### src/hdl/pmx_params.svh
// constants for the port pin function multiplexer
// Functional notes
// (RQ1) port zero: GPIO plus multiplexed address/data
// (RQ2) port one: written one drives strong two clocks
// (RQ3) port one bit zero: timer C event/clock-out
// (RQ4) port one bit one: timer C control input
// (RQ5) port two: GPIO plus high address byte
// (RQ6) port three: quasi drive, alternate pin roles
// (RQ7) port three bits zero/one: serial receive, transmit
// (RQ8) port three bits two/three: interrupts A/B, low
// (RQ9) port three bits four/five: timer A/B events
// (RQ10) port three bits six/seven: write/read strobes
// (RQ11) port four: extra quasi GPIO, large packages
// (RQ12) port four bits two/three: interrupts D/C, low
// (RQ13) reset pin high two machine cycles resets
// (RQ14) low fetch select means external code; pull-up
// (RQ15) address latch pulse on each external access
// (RQ16) program read strobe low on external fetch
// (RQ17) alternate output passes only when latch one
`ifndef PMX_PARAMS_SVH
`define PMX_PARAMS_SVH
`define PMX_NPINS 36
`define PMX_P0 0
`define PMX_P1 8
`define PMX_P2 16
`define PMX_P3 24
`define PMX_P4 32
`define PMX_B_RXD 0
`define PMX_B_TXD 1
`define PMX_B_IRQA 2
`define PMX_B_IRQB 3
`define PMX_B_TMRA 4
`define PMX_B_TMRB 5
`define PMX_B_WR 6
`define PMX_B_RD 7
`define PMX_B_TMRC 0
`define PMX_B_TMRCX 1
`define PMX_B_IRQD 2
`define PMX_B_IRQC 3
`define PMX_STRONG_CLKS 2'h2
`define PMX_MC_CLKS 12
`define PMX_RST_MC 2
`define PMX_RST_CLKS (`PMX_MC_CLKS * `PMX_RST_MC)
`define PMX_RST_LAST 5'(`PMX_RST_CLKS - 1)
`define PMX_PIN_RST 36'hF_FFFF_FFFF
`endif

### src/hdl/pmx_pkg.sv
// types shared by the port pin function multiplexer
package pmx_pkg;
    // external memory request from the core
    typedef struct packed {
        logic access;
        logic aleReq;
        logic fetch;
        logic wrReq;
        logic rdReq;
        logic dataDrive;
        logic [15:0] addr;
        logic [7:0] dataOut;
    } pmx_bus_req_type;
    // alternate outputs from peripherals
    typedef struct packed {
        logic txd;
        logic timerCClk;
        logic timerCClkEn;
    } pmx_alt_out_type;
    // alternate inputs toward peripherals
    typedef struct packed {
        logic rxd;
        logic extIrqAN;
        logic extIrqBN;
        logic extIrqCN;
        logic extIrqDN;
        logic timerAEventIn;
        logic timerBEventIn;
        logic timerCEventClkout;
        logic timerCExtControl;
    } pmx_alt_in_type;
    // reset pin qualifier states
    typedef enum logic [1:0] {
        RST_IDLE = 2'b00,
        RST_COUNT = 2'b01,
        RST_ACTIVE = 2'b10
    } pmx_rst_state_type;
endpackage

### src/hdl/pmx_port_mux.sv
// port pin function multiplexer: five ports, bus pins, reset pin
`timescale 1ns/1ps
`default_nettype none
`include "pmx_params.svh"
module pmx_port_mux (
    input wire logic clk, // core clock
    input wire logic resetn, // sync reset, low
    input wire logic [35:0] portLatch, // port latches from core
    input wire pmx_pkg::pmx_bus_req_type busReq, // memory request
    input wire pmx_pkg::pmx_alt_out_type altOut, // peripheral outputs
    input wire logic [35:0] pinIn, // pin levels
    output logic [35:0] pinOut, // pin drive value
    output logic [35:0] pinOe, // pin strong drive enable
    output logic [35:0] portRead, // sampled pins to core
    output pmx_pkg::pmx_alt_in_type altIn, // peripheral inputs
    input wire logic resetPin, // reset pin, high
    output logic coreResetReq, // full reset to core
    input wire logic externalFetchSelectN, // fetch select pin
    output logic externalFetchPullUp, // weak pull on select
    output logic externalFetch, // external code selected
    output logic addrLatchPulse, // address latch pin
    output logic programReadStrobeN // program read pin
);
    import pmx_pkg::*;

    logic [35:0] v;
    logic [35:0] frc;
    logic [35:0] flt;
    logic [35:0] pinOut_q;
    logic [35:0] pinOe_q;
    logic [35:0] pinOe_d;
    logic [1:0] cnt_q [36];
    logic [1:0] cnt_d [36];
    logic [35:0] portRead_q;
    pmx_alt_in_type altIn_q;
    pmx_alt_in_type altIn_d;
    logic ale_q;
    logic ale_d;
    logic psenN_q;
    logic psenN_d;
    logic extFetch_q;
    pmx_rst_state_type rstState_q;
    pmx_rst_state_type rstState_d;
    logic [4:0] rstCnt_q;
    logic [4:0] rstCnt_d;
    logic coreReset_q;

    // --------------------------------------------------------------
    // pin value selection
    // --------------------------------------------------------------
    // desired level, bus force and float per pin
    always_comb
    begin
        v = portLatch;
        frc = '0;
        flt = '0;
        // (RQ5) high address byte
        if (busReq.access)
        begin
            v[`PMX_P2 +: 8] = busReq.addr[15:8];
            frc[`PMX_P2 +: 8] = 8'hFF;
            // (RQ1) low address then data
            if (busReq.aleReq)
            begin
                v[`PMX_P0 +: 8] = busReq.addr[7:0];
                frc[`PMX_P0 +: 8] = 8'hFF;
            end
            else if (busReq.dataDrive)
            begin
                v[`PMX_P0 +: 8] = busReq.dataOut;
                frc[`PMX_P0 +: 8] = 8'hFF;
            end
            else
            begin
                v[`PMX_P0 +: 8] = 8'hFF;
                flt[`PMX_P0 +: 8] = 8'hFF;
            end
        end
        // (RQ3) timer C clock-out, (RQ17) gated by latch
        v[`PMX_P1 + `PMX_B_TMRC] = portLatch[`PMX_P1 + `PMX_B_TMRC]
            & (altOut.timerCClkEn ? altOut.timerCClk : 1'b1);
        // (RQ7) serial transmit, (RQ17) gated by latch
        v[`PMX_P3 + `PMX_B_TXD] = portLatch[`PMX_P3 + `PMX_B_TXD] & altOut.txd;
        // (RQ10) data write and read strobes
        v[`PMX_P3 + `PMX_B_WR] = portLatch[`PMX_P3 + `PMX_B_WR]
            & ~(busReq.access & busReq.wrReq);
        v[`PMX_P3 + `PMX_B_RD] = portLatch[`PMX_P3 + `PMX_B_RD]
            & ~(busReq.access & busReq.rdReq);
    end

    // --------------------------------------------------------------
    // quasi-bidirectional drivers
    // --------------------------------------------------------------
    // (RQ2) strong high for two clocks after a rise
    always_comb
    begin
        for (int i = 0; i < `PMX_NPINS; i++)
        begin
            if (v[i] & ~pinOut_q[i] & ~flt[i])
                cnt_d[i] = `PMX_STRONG_CLKS;
            else if (cnt_q[i] != 2'h0)
                cnt_d[i] = cnt_q[i] - 2'h1;
            else
                cnt_d[i] = 2'h0;
            // (RQ6) (RQ11) same drive on ports three, four
            pinOe_d[i] = frc[i] | (~flt[i] & (~v[i] | (cnt_d[i] != 2'h0)));
        end
    end

    // pin registers
    always_ff @(posedge clk)
    begin
        if (!resetn)
        begin
            pinOut_q <= `PMX_PIN_RST;
            pinOe_q <= '0;
            portRead_q <= `PMX_PIN_RST;
            for (int i = 0; i < `PMX_NPINS; i++)
                cnt_q[i] <= 2'h0;
        end
        else
        begin
            pinOut_q <= v;
            pinOe_q <= pinOe_d;
            portRead_q <= pinIn;
            for (int i = 0; i < `PMX_NPINS; i++)
                cnt_q[i] <= cnt_d[i];
        end
    end

    assign pinOut = pinOut_q;
    assign pinOe = pinOe_q;
    assign portRead = portRead_q;

    // --------------------------------------------------------------
    // alternate inputs and bus strobes
    // --------------------------------------------------------------
    // next values of peripheral inputs and strobes
    always_comb
    begin
        // (RQ7) serial receive
        altIn_d.rxd = pinIn[`PMX_P3 + `PMX_B_RXD];
        // (RQ8) interrupts A and B
        altIn_d.extIrqAN = pinIn[`PMX_P3 + `PMX_B_IRQA];
        altIn_d.extIrqBN = pinIn[`PMX_P3 + `PMX_B_IRQB];
        // (RQ12) interrupts D and C
        altIn_d.extIrqDN = pinIn[`PMX_P4 + `PMX_B_IRQD];
        altIn_d.extIrqCN = pinIn[`PMX_P4 + `PMX_B_IRQC];
        // (RQ9) timer A and B events
        altIn_d.timerAEventIn = pinIn[`PMX_P3 + `PMX_B_TMRA];
        altIn_d.timerBEventIn = pinIn[`PMX_P3 + `PMX_B_TMRB];
        // (RQ3) (RQ4) timer C event and control
        altIn_d.timerCEventClkout = pinIn[`PMX_P1 + `PMX_B_TMRC];
        altIn_d.timerCExtControl = pinIn[`PMX_P1 + `PMX_B_TMRCX];
        // (RQ15) address latch pulse
        ale_d = busReq.access & busReq.aleReq;
        // (RQ16) program read strobe
        psenN_d = ~(busReq.access & busReq.fetch);
    end

    // strobe and input registers
    always_ff @(posedge clk)
    begin
        if (!resetn)
        begin
            altIn_q <= '1;
            ale_q <= 1'b0;
            psenN_q <= 1'b1;
            extFetch_q <= 1'b0;
        end
        else
        begin
            altIn_q <= altIn_d;
            ale_q <= ale_d;
            psenN_q <= psenN_d;
            // (RQ14) fetch select sampled every clock out of reset
            extFetch_q <= ~externalFetchSelectN;
        end
    end

    assign altIn = altIn_q;
    assign addrLatchPulse = ale_q;
    assign programReadStrobeN = psenN_q;
    assign externalFetch = extFetch_q;
    // (RQ14) weak pull-up on fetch select
    assign externalFetchPullUp = 1'b1;

    // --------------------------------------------------------------
    // reset pin qualifier
    // --------------------------------------------------------------
    // (RQ13) count high clocks up to two machine cycles
    always_comb
    begin
        rstState_d = rstState_q;
        rstCnt_d = rstCnt_q;
        unique case (rstState_q)
            RST_IDLE:
            begin
                rstCnt_d = 5'h1;
                if (resetPin)
                    rstState_d = RST_COUNT;
            end
            RST_COUNT:
            begin
                if (!resetPin)
                    rstState_d = RST_IDLE;
                else if (rstCnt_q == `PMX_RST_LAST)
                    rstState_d = RST_ACTIVE;
                else
                    rstCnt_d = rstCnt_q + 5'h1;
            end
            RST_ACTIVE:
            begin
                if (!resetPin)
                    rstState_d = RST_IDLE;
            end
            default:
                rstState_d = RST_IDLE;
        endcase
    end

    // reset qualifier registers
    always_ff @(posedge clk)
    begin
        if (!resetn)
        begin
            rstState_q <= RST_IDLE;
            rstCnt_q <= 5'h0;
            coreReset_q <= 1'b0;
        end
        else
        begin
            rstState_q <= rstState_d;
            rstCnt_q <= rstCnt_d;
            coreReset_q <= (rstState_d == RST_ACTIVE);
        end
    end

    assign coreResetReq = coreReset_q;

    // helper: consecutive high clocks on the reset pin
    logic [5:0] highRun;
    always_ff @(posedge clk)
    begin
        if (!resetn)
            highRun <= 6'h0;
        else if (!resetPin)
            highRun <= 6'h0;
        else if (highRun != 6'h3F)
            highRun <= highRun + 6'h1;
    end
endmodule // pmx_port_mux
`default_nettype wire

### config.mk
export PLATFORM = sky130hd
export DESIGN_NAME = pmx_port_mux
export DESIGN_NICKNAME = d
export VERILOG_FILES = /design/src/hdl/pmx_pkg.sv /design/src/hdl/pmx_port_mux.sv
export VERILOG_INCLUDE_DIRS = /design/src /design/src/hdl
export SDC_FILE = /design/constraint.sdc
export NUM_CORES = 1
export LEC_CHECK = 0
export BUFFER_PORTS_ARGS = -buffer_cell sky130_fd_sc_hd__buf_2
export CAP_MARGIN = 30
export CORE_AREA = 5 5 113 115
export CTS_BUF_LIST = sky130_fd_sc_hd__clkbuf_8
export DETAILED_ROUTE_END_ITERATION = 10
export DIE_AREA = 0 0 118 120
export GPL_ROUTABILITY_DRIVEN = 0
export PLACE_DENSITY = 0.91
export SETUP_SLACK_MARGIN = 0.15
export SLEW_MARGIN = 15
export SYNTH_ARGS = -nofsm -noshare
export SYNTH_HDL_FRONTEND = slang
export SYNTH_SLANG_ARGS = --single-unit
### constraint.sdc
create_clock -name clk -period 3.1 [get_ports clk]
set_input_delay 0.31 -clock clk [delete_from_list [all_inputs] [get_ports clk]]
set_output_delay 0.31 -clock clk [all_outputs]
set_load 0.01 [all_outputs]
==> reports/metrics.cfg <==
[global_routing]
grt_max_degree=57
grt_use_total_pct=20.1
grt_pass1_vias=4893
overflow=0
antenna_found_initial=0
grt_pass1_wl_um=23600

[synthesis]
synth.distinct_cells=45
synth_nets=727
synth-simple-area-share_pct=23.3
synthXorXnorAreaFrac_pct=0
async_flop_share_pct=0
synth_top_family_by_area=simple AND/OR/NAND/NOR gates
synth_top_flop_cell=dfxtp_1
synth_area_per_cell_um2=10.2
yosys.area_share.adder_pct=0.199
synth_area_mm2=0.00628
synthTopCellsByCount=dfxtp_1, nand2b_1, nor2_1
synth_area_leaders=dfxtp_1, nand2b_1, nor2_1
syn_inst=617
synth.largest_area_cell=dfxtp_1
ys_seq_area_share_pct=60.9
ys.warnings.count=0
synth_mux_area_share_pct=1.27
synth_top_area_share_pct=60.9
synth_edf_count=0
yosys_register_bits=191
synth-compound-area-share_pct=10.1
synthMostInstantiatedCell=dfxtp_1

[outcome]
status=complete, no violations

[pwr]
p_per_area_mw_per_mm2=594
power_leakage_nw=3.43
irDropWorstVdd_v=0.000506

[drt]
dr.pass1.iters=4
vias=5107
routedWlPerCell_um=14.5
routed_wl_um=14500
drt_iter0_markers=379
viasPerCell=5.14
post-route-drc-count=0
ant_nets=0

[critical_path]
cp_data_arrival_time_ns=1.99
cp-end-kind=flip-flop
worstSetupStartpointType=flip-flop
crit_required_ns=3.48
path_max_fanout=5
critical_path_class=reg2reg
rr_worst_depth=4

[floorplanning]
dieArea_mm2=0.0142
core-area_mm2=0.0117
rows=40
start_util_pct=53.6
die_w_um=118
pin_count=231
die_y_um=120

[place]
hpwl_um=10500
io_buffers=229

[cts]
cts.sinks=191
h-tree-depth=4
cts_resized=0
clkTransAtPathRegs_ns=0.10
cts_tree=yes
clk_latency_ns=0.45
cts-buffers-inserted=17
clockBufferDepth=2
clockRootBuffer=clkbuf_8

[timing]
rsz0062_at_grt=false
slew_headroom_pct=55.3
setup_viol=0
fin_crit_ns=1.62
timing.final.crit_share_pct=52.1
hold_viol=0
fmax_mhz=619
slew_violations=0
tightest_slew_ns=0.670
clock_skew_ns=0.0113
tns_ns=0

[final_layout]
nFillCells=932
final_util_pct=67.6
layout-drive-gt1-share_pct=32.1
area_growth_pct=25.9
n_antenna_cell=0
nets=944

[run]
max-cap-violations=0

[worst_hold_path]
whs_path_depth=2
hold_path.class=in2reg

-- repair_timing --
item                                   CTS  global route
buffers inserted                         0             0
setup endpoints to repair                0             0
endpoints found under the hold margin    0             1
hold buffers                             0             1
-- layout by cell type (no fill, tap or decap), types with 12 or more instances in the layout --
cell	n
nor3_1	13
a21oi_1	19
nand2_1	43
inv_1	19
buf_2	228
dfxtp_1	191
nor2b_1	25
nand2b_1	64
nor2_1	61
nor4_1	16
clkbuf_8	18
a31oi_1	33
nand3_1	12
-- state kept, by name (all words and copies together) (netlist names) --
name / count
addrLatchPulse: 1
portRead: 35
rstCnt_q: 5
programReadStrobeN: 1
rstState_q: 2
coreResetReq: 1
cnt_q: 72
externalFetch: 1
altIn: 1
pinOut: 36
pinOe: 36
-- kinds of logic after synthesis --
group	count (synthesis)
muxes	8
DFF	191
buffers and inverters	58
and+or+nand+nor	267
other	1
adders and majority gates	1
AOI/OAI and AO/OA	91
-- through the flow --
stage	total power, mW	instances	hold slack (ns)	area (um^2)	worst slack [ns]
2_1_floorplan	2.92	617	0.382	6280	1.57
3_3_place_gp	3.11	960	0.398	7480	1.30
3_5_place_dp	3.13	960	0.401	7480	1.22
4_1_cts	4.73	992	0.00384	7880	1.48
5_1_grt	4.91	994	0.00487	7910	1.42
6_report	4.70	994	0.0315	7910	1.48
-- power by group --
part	total, mW	internal, mW	switching [mW]	leakage [nW]
Clock	1.62	0.753	0.870	0.203
Sequential	2.63	2.57	0.0585	1.58
Combinational	0.450	0.208	0.242	1.65
-- critical path, stage by stage (launching register included) --
cell and delay (ns):
dfxtp_1 0.35, ha_1 0.26, and4b_4 0.22, or4_4 0.51
a211oi_2 0.21
-- cell type report --
| cell class | count | area [um^2] | share of cell area (%) |
|---|---|---|---|
| Inverter | 20 | 75.1 | 0.949 |
| Clock inverter | 14 | 156 | 1.98 |
| Sequential cell | 191 | 3820 | 48.3 |
| Tap cell | 147 | 184 | 2.32 |
| Multi-Input combinational cell | 368 | 2200 | 27.8 |
| Timing Repair Buffer | 236 | 1230 | 15.5 |
| Clock buffer | 18 | 248 | 3.13 |
-- worst paths after layout --
path	from	endpoint	slack (ns)
setup reg to reg	rstCnt_q[0]	rstCnt_q[3]	1.48
hold / removal	pinIn[14]	portRead[14]	0.03
setup / recovery	rstCnt_q[0]	rstCnt_q[3]	1.48
hold reg to reg	cnt_q[6][2]	cnt_q[6][2]	0.42
-- layer usage --
layer	vias to the layer above	part of all wire [%]	global-route usage, %
met3	22	7.2	6.97
met5	-	0	0
met2	184	50	34.6
li1	2539	-	-
met1	2362	42	23.9
met4	0	1.3	5.73
No activity file was read; power rests on OpenSTA's default activity.
